File: config.mk
export PLATFORM = sky130hd
export DESIGN_NAME = ecp_top
export DESIGN_NICKNAME = d
export VERILOG_FILES = /design/src/inc/ecp_pkg.sv /design/src/verilog/ecp_prescale.sv /design/src/verilog/ecp_channel.sv /design/src/verilog/ecp_top.sv
export SDC_FILE = /design/constraint.sdc
export NUM_CORES = 1
export LEC_CHECK = 0
export BUFFER_PORTS_ARGS = -buffer_cell sky130_fd_sc_hd__buf_4
export CORE_AREA = 2 2 134 136
export CTS_CLUSTER_SIZE = 40
export DETAILED_ROUTE_END_ITERATION = 10
export DIE_AREA = 0 0 136 138
export GPL_TIMING_DRIVEN = 0
export PLACE_DENSITY = 0.93
export SYNTH_ARGS = -nofsm -noshare
export SYNTH_HDL_FRONTEND = slang
export SYNTH_SLANG_ARGS = --single-unit
File: constraint.sdc
create_clock -name clk -period 8.3 [get_ports clk]
set_input_delay 1.66 -clock clk [delete_from_list [all_inputs] [get_ports clk]]
set_output_delay 1.66 -clock clk [all_outputs]
set_load 0.05 [all_outputs]
File: src/inc/ecp_pkg.sv
/*
 * Shared constants, types and decode helpers for the eight-channel
 * modulator: register addresses on the special-function bus, control
 * field positions, divider codes, reset values and counter widths.
 * Assumes an 8-bit special-function address and data path.
 */
package ecp_pkg;

    // ------------------------------------------------------------
    // Sizes
    // ------------------------------------------------------------
    localparam int unsigned NUM_CH       = 8;
    localparam int unsigned DATA_W       = 8;
    localparam int unsigned FRAME_W      = 8;   // 256 channel clocks per frame
    localparam int unsigned FIVE_W       = 5;   // Duty bits used in 5-bit mode
    localparam int unsigned PRESCALE_W   = 3;   // Divides the fast clock by up to 8
    localparam int unsigned DIV_CODES    = 4;

    // ------------------------------------------------------------
    // Register map
    // ------------------------------------------------------------
    localparam logic [7:0] ADDR_ENABLE = 8'h9b;
    localparam logic [NUM_CH-1:0][7:0] ADDR_DUTY = {
        8'hbe, 8'hbd, 8'hbc, 8'hbb, 8'hb6, 8'hb5, 8'hb4, 8'hb3};
    localparam logic [NUM_CH-1:0][7:0] ADDR_CTRL = {
        8'hde, 8'hdd, 8'hdc, 8'hdb, 8'hd6, 8'hd5, 8'hd4, 8'hd3};

    // ------------------------------------------------------------
    // Control register fields
    // ------------------------------------------------------------
    localparam int unsigned CTRL_RES_BIT = 2;   // 1 = 5-bit, 0 = 8-bit
    localparam int unsigned CTRL_DIV_LSB = 0;
    localparam int unsigned CTRL_DIV_W   = 2;
    localparam int unsigned CTRL_W       = 3;   // Bits 7..3 are not stored

    // Divider selections in the low two control bits
    typedef enum logic [1:0] {
        ECP_DIV_HALF = 2'h0,
        ECP_DIV_ONE  = 2'h1,
        ECP_DIV_TWO  = 2'h2,
        ECP_DIV_FOUR = 2'h3
    } ecp_div_t;

    // ------------------------------------------------------------
    // Reset values
    // ------------------------------------------------------------
    localparam logic [7:0]        RST_ENABLE = 8'h00;
    localparam logic [7:0]        RST_DUTY   = 8'h00;
    localparam logic [CTRL_W-1:0] RST_CTRL   = 3'h0;
    localparam logic [7:0]        RST_RDATA  = 8'h00;

    // Result of matching an address against one register group
    typedef struct packed {
        logic       hit;
        logic [2:0] idx;
    } ecp_dec_t;

    function automatic ecp_dec_t ecpDecode(input logic [7:0] addr,
                                           input logic [NUM_CH-1:0][7:0] table_);
        ecp_dec_t r;
        r = '0;
        for (int i = 0; i < NUM_CH; i++) begin
            if (addr == table_[i]) begin
                r.hit = 1'b1;
                r.idx = 3'(i);
            end
        end
        return r;
    endfunction

endpackage

File: src/verilog/ecp_prescale.sv
/*
 * Shared prescaler. One free-running counter on the fast clock yields a
 * tick for each of the four divider selections.
 * Assumes clk runs at twice the oscillator rate, so that the half
 * divider is simply every fast clock edge.
 */
`timescale 1ns/1ps
`default_nettype none

module ecp_prescale
    import ecp_pkg::*;
(
    input  wire logic                 clk,
    input  wire logic                 nrst,
    output logic      [DIV_CODES-1:0] tick
);

    typedef struct packed {
        logic [PRESCALE_W-1:0] cnt;
    } ecp_pre_state_t;

    ecp_pre_state_t s_q;
    ecp_pre_state_t s_d;

    // ------------------------------------------------------------
    // Counter
    // ------------------------------------------------------------
    // Free running so all channels share one phase; a divider change
    // takes effect on the next matching tick rather than restarting.
    always_comb begin
        s_d     = s_q;
        s_d.cnt = s_q.cnt + PRESCALE_W'(1);
    end

    always_ff @(posedge clk) begin
        if (!nrst) begin
            s_q <= '0;
        end else begin
            s_q <= s_d;
        end
    end

    // Divide by 1, 2, 4 and 8 of the fast clock
    assign tick[ECP_DIV_HALF] = 1'b1;
    assign tick[ECP_DIV_ONE]  = &s_q.cnt[0:0];
    assign tick[ECP_DIV_TWO]  = &s_q.cnt[1:0];
    assign tick[ECP_DIV_FOUR] = &s_q.cnt[2:0];

endmodule

`default_nettype wire

File: src/verilog/ecp_channel.sv
/*
 * One modulated channel: a frame counter that advances on its channel
 * clock tick and a compare against the duty value.
 * Assumes tick, enable and configuration come from logic on clk.
 */
`timescale 1ns/1ps
`default_nettype none

module ecp_channel
    import ecp_pkg::*;
#(
    parameter int unsigned FRAME_BITS = FRAME_W
)
(
    input  wire logic              clk,
    input  wire logic              nrst,
    input  wire logic              enable,
    input  wire logic              tick,
    input  wire logic              fiveBit,
    input  wire logic [DATA_W-1:0] duty,
    output logic                   pwmOut
);

    typedef struct packed {
        logic [FRAME_BITS-1:0] cnt;
        logic                  out;
    } ecp_ch_state_t;

    ecp_ch_state_t s_q;
    ecp_ch_state_t s_d;

    // ------------------------------------------------------------
    // Frame counter and compare
    // ------------------------------------------------------------
    // The compare uses the next count so out_q lines up with cnt_q.
    always_comb begin
        s_d = s_q;
        if (!enable) begin
            s_d.cnt = '0;
        end else if (tick) begin
            s_d.cnt = s_q.cnt + FRAME_BITS'(1);
        end
        if (!enable) begin
            s_d.out = 1'b0;
        end else if (fiveBit) begin
            // Upper duty bits are ignored; 32-clock slots repeat in the frame
            s_d.out = s_d.cnt[FIVE_W-1:0] < duty[FIVE_W-1:0];
        end else begin
            s_d.out = s_d.cnt < duty[FRAME_BITS-1:0];
        end
    end

    always_ff @(posedge clk) begin
        if (!nrst) begin
            s_q <= '0;
        end else begin
            s_q <= s_d;
        end
    end

    assign pwmOut = s_q.out;

endmodule

`default_nettype wire

File: src/verilog/ecp_top.sv
/*
 * Eight-channel pulse width modulator with its special-function
 * registers: channel enable, eight control and eight duty registers,
 * and the port 1 output multiplexer.
 * Assumes a single-cycle write strobe and read strobe from the core on
 * clk, a port 1 latch value from the port block on the same clock, and
 * clk running at twice the oscillator rate.
 */
`timescale 1ns/1ps
`default_nettype none

// Behaviour
// - Eight independent channels each drive one port 1 pin instead of the port latch.
// - Each channel picks 5-bit or 8-bit resolution and times from the oscillator clock.
// - A channel runs only while its bit n in the enable register is 1.
// - Every channel has its own control and duty register, isolated from the others.
// - Control bit 2 set selects 5-bit, clear selects 8-bit; bits 7 to 3 are unused.
// - Control bits 1 and 0 select a divider of 0.5, 1, 2 or 4 for codes 00 to 11.
// - The channel clock is the oscillator rate over the divider, so 0.5 needs a doubled clock.
// - A frame lasts 256 channel clocks.
// - The duty register value sets the duty cycle, one register per channel.
// - In 5-bit mode only the low five duty bits are used.
module ecp_top
    import ecp_pkg::*;
#(
    parameter int unsigned CHANNELS = NUM_CH
)
(
    input  wire logic                clk,
    input  wire logic                nrst,
    input  wire logic [7:0]          sfrAddr,
    input  wire logic                sfrWrEn,
    input  wire logic [DATA_W-1:0]   sfrWrData,
    input  wire logic                sfrRdEn,
    output logic      [DATA_W-1:0]   sfrRdData,
    output logic                     sfrRdHit,
    input  wire logic [CHANNELS-1:0] portLatch,
    output logic      [CHANNELS-1:0] p1Out,
    output logic      [CHANNELS-1:0] p1PwmSel
);

    // ------------------------------------------------------------
    // State
    // ------------------------------------------------------------
    // Control registers keep only the three defined bits; the unused
    // upper bits cost no flops and read back as zero.
    typedef struct packed {
        logic [CHANNELS-1:0]             enable;
        logic [CHANNELS-1:0][CTRL_W-1:0] ctrl;
        logic [CHANNELS-1:0][DATA_W-1:0] duty;
        logic [DATA_W-1:0]               rdData;
        logic                            rdHit;
        logic [CHANNELS-1:0]             pinOut;
        logic [CHANNELS-1:0]             pinSel;
    } ecp_top_state_t;

    ecp_top_state_t s_q;
    ecp_top_state_t s_d;

    // ------------------------------------------------------------
    // Address decode
    // ------------------------------------------------------------
    logic     enHit;
    ecp_dec_t dutyDec;
    ecp_dec_t ctrlDec;

    // Shared by the write and read paths
    assign enHit   = (sfrAddr == ADDR_ENABLE);
    assign dutyDec = ecpDecode(sfrAddr, ADDR_DUTY);
    assign ctrlDec = ecpDecode(sfrAddr, ADDR_CTRL);

    // ------------------------------------------------------------
    // Channel clock ticks
    // ------------------------------------------------------------
    logic [DIV_CODES-1:0] divTick;

    ecp_prescale u_prescale (
        .clk  (clk),
        .nrst (nrst),
        .tick (divTick)
    );

    // ------------------------------------------------------------
    // Channels
    // ------------------------------------------------------------
    logic [CHANNELS-1:0] chTick;
    logic [CHANNELS-1:0] chFive;
    logic [CHANNELS-1:0] chPwm;

    generate
        for (genvar g = 0; g < CHANNELS; g++) begin : g_ch
            // Each channel picks its own tick from its own control bits
            assign chTick[g] = divTick[s_q.ctrl[g][CTRL_DIV_LSB +: CTRL_DIV_W]];
            assign chFive[g] = s_q.ctrl[g][CTRL_RES_BIT];

            ecp_channel #(
                .FRAME_BITS (FRAME_W)
            ) u_ch (
                .clk     (clk),
                .nrst    (nrst),
                .enable  (s_q.enable[g]),
                .tick    (chTick[g]),
                .fiveBit (chFive[g]),
                .duty    (s_q.duty[g]),
                .pwmOut  (chPwm[g])
            );
        end
    endgenerate

    // ------------------------------------------------------------
    // Next state
    // ------------------------------------------------------------
    always_comb begin
        s_d = s_q;

        // Register writes land on the strobe edge; only the addressed
        // channel's register changes
        if (sfrWrEn) begin
            if (enHit) begin
                s_d.enable = sfrWrData[CHANNELS-1:0];
            end
            if (dutyDec.hit) begin
                s_d.duty[dutyDec.idx] = sfrWrData;
            end
            if (ctrlDec.hit) begin
                s_d.ctrl[ctrlDec.idx] = sfrWrData[CTRL_W-1:0];
            end
        end

        // Read data is held until the next read strobe; an address
        // outside the map answers zero with the hit flag low
        if (sfrRdEn) begin
            s_d.rdHit  = enHit | dutyDec.hit | ctrlDec.hit;
            s_d.rdData = RST_RDATA;
            if (enHit) begin
                s_d.rdData = DATA_W'(s_q.enable);
            end else if (dutyDec.hit) begin
                s_d.rdData = s_q.duty[dutyDec.idx];
            end else if (ctrlDec.hit) begin
                s_d.rdData = DATA_W'(s_q.ctrl[ctrlDec.idx]);
            end
        end

        // Pin mux: modulator while enabled, port latch otherwise.
        // Registering it costs one clock of delay but keeps the pins glitch free.
        for (int i = 0; i < CHANNELS; i++) begin
            s_d.pinSel[i] = s_q.enable[i];
            s_d.pinOut[i] = s_q.enable[i] ? chPwm[i] : portLatch[i];
        end
    end

    // ------------------------------------------------------------
    // State register
    // ------------------------------------------------------------
    always_ff @(posedge clk) begin
        if (!nrst) begin
            s_q.enable <= RST_ENABLE[CHANNELS-1:0];
            s_q.ctrl   <= {CHANNELS{RST_CTRL}};
            s_q.duty   <= {CHANNELS{RST_DUTY}};
            s_q.rdData <= RST_RDATA;
            s_q.rdHit  <= 1'b0;
            s_q.pinOut <= '0;
            s_q.pinSel <= '0;
        end else begin
            s_q <= s_d;
        end
    end

    // ------------------------------------------------------------
    // Outputs
    // ------------------------------------------------------------
    assign sfrRdData = s_q.rdData;
    assign sfrRdHit  = s_q.rdHit;
    assign p1Out     = s_q.pinOut;
    assign p1PwmSel  = s_q.pinSel;

endmodule

`default_nettype wire

==> results_dict.tcl <==
set metrics [dict create \
    status "finished, final reports clean" \
    busiest_layer "met2" \
    switching_share_pct 25.1 \
    critPathMaxStageDelay_ns 0.84 \
    hold_path.class "register to register" \
    slew_headroom_pct 31.2 \
    ant_nets 0 \
    clk_root_buffer_cell "clkbuf_16" \
    ir_worst_vdd_uv 148 \
    setup_violations 0 \
    fin_nets 1414 \
    hold_buffers 0 \
    synth_top_area_share_pct 35.4 \
    via_count 9673 \
    cts.sinks 196 \
    final_cells 1562 \
    final_common_cell "dfxtp_1" \
    min_period_ns 4.21 \
    pin_count 53 \
    cts_resized 0 \
    cp_num_cells 13 \
    synth_area_mm2 0.0111 \
    seqPwrFrac_pct 49.3 \
    startpoint_type "register" \
    grtUsageTotal_pct 35.3 \
    met2_usage_pct 55.9 \
    crit_type "register to register" \
    synth.area.top_cells "dfxtp_1 (35%), mux2i_1 (11%), ha_1 (7.4%), nor2b_1 (6.8%), xor2_1 (3.8%)" \
    met1_usage_pct 44.7 \
    grt_start_max_net_pins 18 \
    num_antenna_cells 0 \
    final_max_slew_viol_count 0 \
    utilization_pct 70.0 \
    comb_power_share_pct 7.1 \
    synth_edf_count 0 \
    rrSetupSlack_ns 4.09 \
    final_cell_area_mm2 0.0123 \
    fp.coreArea_mm2 0.0175 \
    endpoint "g_ch[4].u_ch.pwmOut" \
    rsz0062_at_grt "no" \
    cts_buffer_depth 2 \
    cp_data_arrival_time_ns 4.58 \
    area_growth_pct 10.7 \
    critPathSlowestCell "a2111oi_0" \
    finalWeightedCongestion 1.06 \
    drt-initial-drc-count 994 \
    critPathLaunch "u_prescale.s_q[0]" \
    reg2reg_depth 13 \
    synth_warnings 0 \
    r2r-start "u_prescale.s_q[0]" \
    postRouteWirelength_um 32800 \
    post-route-period-util_pct 50.8 \
    ys_ff_latch 196 \
    cap_viol_max_count 0 \
    syn_area_per_cell_um2 8.80 \
    hold_violations 0 \
    firstDrtPassIters 5 \
    overflow 0 \
    htree_levels 4 \
    pwr-share-clk_pct 43.6 \
    rows 49 \
    crit_fanout 8 \
    place_hpwl_um 24300 \
    p_per_area_mw_per_mm2 157 \
    antenna_found_initial 1 \
    tns_ns 0 \
    crit_family "compound AO/OA/AOI/OAI gates" \
    final_cell_mix "dfxtp_1 (196), mux2i_1 (122), nor2b_1 (120)" \
    dieArea_mm2 0.0188 \
    ys.flop_type "dfxtp_1" \
    worst-path-buf-inv 1 \
    yosysSeqAreaShare_pct 35.4 \
    dpl_cell_area_mm2 0.0117 \
    vias_per_cell 6.19 \
    portBuffers 41 \
    layout-drive-gt1-share_pct 9.53 \
    r2r_end "g_ch[4].u_ch.pwmOut" \
    clock_latency_ns 0.45 \
    cts_setup_buffers 0 \
    synthArstFlopShare_pct 0 \
    p_switching_mw 0.483 \
    grt_pass1_wl_um 51200 \
    die_x_um 136 \
    initial_core_util_pct 63.3 \
    fmax_mhz 237 \
    clk_pin_slew_worst_paths_ns 0.07 \
    postSynthNetCount 1354 \
    place_inst 1530 \
    power_mw 1.92 \
    worstPathCellList "ha_1 > clkbuf_1 > nor3b_1 > a2111oi_0 > nand3_1 > xor2_1 > nor2_1 > ha_1 > and3_1 > a2111o_1 > a221oi_1 > nand2_1 > a21oi_1" \
    cts_tree "yes" \
    die_h_um 138 \
    wl_per_cell_um 21.0 \
    use_met3_pct 8.10 \
    yosysTopAreaCell "dfxtp_1" \
    drc 0 \
    cpMostUsedCell "ha_1" \
    cts_made_buffers 17 \
    ys_types 61 \
    grt_pass1_vias 9631 \
    skew_ns 0.00854 \
    worstMarginPinSlew_ns 1.03 \
    worst_setup_path_end_kind "register" \
    fillers 1303 \
    p_leak_nw 4.77 \
    synthesis.instances 1260 \
    worstPathRequired_ns 8.66 \
    p_int_mw 1.44 \
]
per-layer routing:
metal,share of wire [%],wire length (µm),up-vias
li1,-,-,4470
met1,39,12900,4540
met2,46,14900,531
met3,9.8,3210,132
met4,5.4,1770,0
met5,0,0,-
worst reg2reg max path, delay by kind of cell, from the launching register on:
kind | cells | cell delay [ns]
simple gates | 5 | 0.73
buf+inv | 1 | 0.58
flops | 1 | 0.34
xor+xnor | 1 | 0.26
fa+ha+maj | 2 | 0.51
compound gates | 4 | 1.72
layout make-up:
class / instances / area [µm²] / area share (%)
Sequential cell: 196 / 3920 / 32.0
Multi-Input combinational cell: 880 / 6360 / 51.8
Clock buffer: 21 / 480 / 3.91
Timing Repair Buffer: 41 / 308 / 2.51
Buffer: 89 / 450 / 3.67
Tap cell: 229 / 287 / 2.33
Inverter: 95 / 357 / 2.90
Clock inverter: 11 / 113 / 0.917
how the worst min path moves through the flow:
stage | startpoint | end | slack [ns] | cells after the start
3_3_place_gp | g_ch[1].u_ch.pwmOut | p1Out[1] | 0.47 | 2
2_1_floorplan | sfrRdData[2] | sfrRdData[2] | 0.43 | 2
6_report | g_ch[2].u_ch.pwmOut | p1Out[2] | 0.50 | 2
5_1_grt | g_ch[6].u_ch.pwmOut | p1Out[6] | 0.52 | 2
3_5_place_dp | g_ch[7].u_ch.pwmOut | p1Out[7] | 0.48 | 2
4_1_cts | g_ch[6].u_ch.pwmOut | p1Out[6] | 0.50 | 2
flip-flops by register name, indices dropped and copies added, names as in the netlist:
name              count
chFive                8
g_ch.u_ch.pwmOut      8
g_ch.u_ch.s_q        64
p1Out                 8
p1PwmSel              8
s_d                   8
s_q                  80
sfrRdData             8
sfrRdHit              1
u_prescale.s_q        3
cells in the mapped netlist, drive strengths merged, types with 4 or more instances:
master and count:
dfxtp 196, mux2i 122, nor2b 120, inv 95
nor2 74, ha 66, nand3 62, nand2 54
and3 50, clkbuf 49, xor2 49, o21ai 45
buf 40, a21oi 36, and2 35, a31oi 18
a211oi 16, a21o 16, nand4 12, a2111oi 9
nor3 9, nor3b 8, xnor2 8, a2111o 7
a21boi 7, nand4b 6, o311ai 5, a211o 4
nor4 4, or3 4
cells by family (layout without fill, tap and decap cells):
family / Yosys count / after routing / share of synthesized area [%]
multiplexers: 122 / 122 / 11.0
XOR/XNOR: 57 / 57 / 4.57
AND/OR/NAND/NOR: 447 / 447 / 22.8
adder cells (fa/ha/maj): 66 / 66 / 7.44
AO/OA/AOI/OAI: 188 / 188 / 11.6
flip-flops: 196 / 196 / 35.4
buffers and inverters: 184 / 257 / 7.28
power by group through the flow:
stage / registers (mW) / logic [mW] / clock network (mW)
after global routing: 0.948 / 0.141 / 0.874
after floorplan: 0.970 / 0.0816 / 0
final: 0.948 / 0.136 / 0.838
after CTS: 0.948 / 0.132 / 0.831
after global placement: 0.970 / 0.130 / 0
after detailed placement: 0.970 / 0.131 / 0
through the flow:
| step | setup WS [ns] | hold slack [ns] |
|---|---|---|
| after floorplan | 5.02 | 0.429 |
| after global placement | 4.26 | 0.470 |
| after detailed placement | 4.21 | 0.482 |
| after CTS | 4.14 | 0.501 |
| after global routing | 3.88 | 0.518 |
| final | 4.09 | 0.495 |
(Power assumes the default switching activity.)
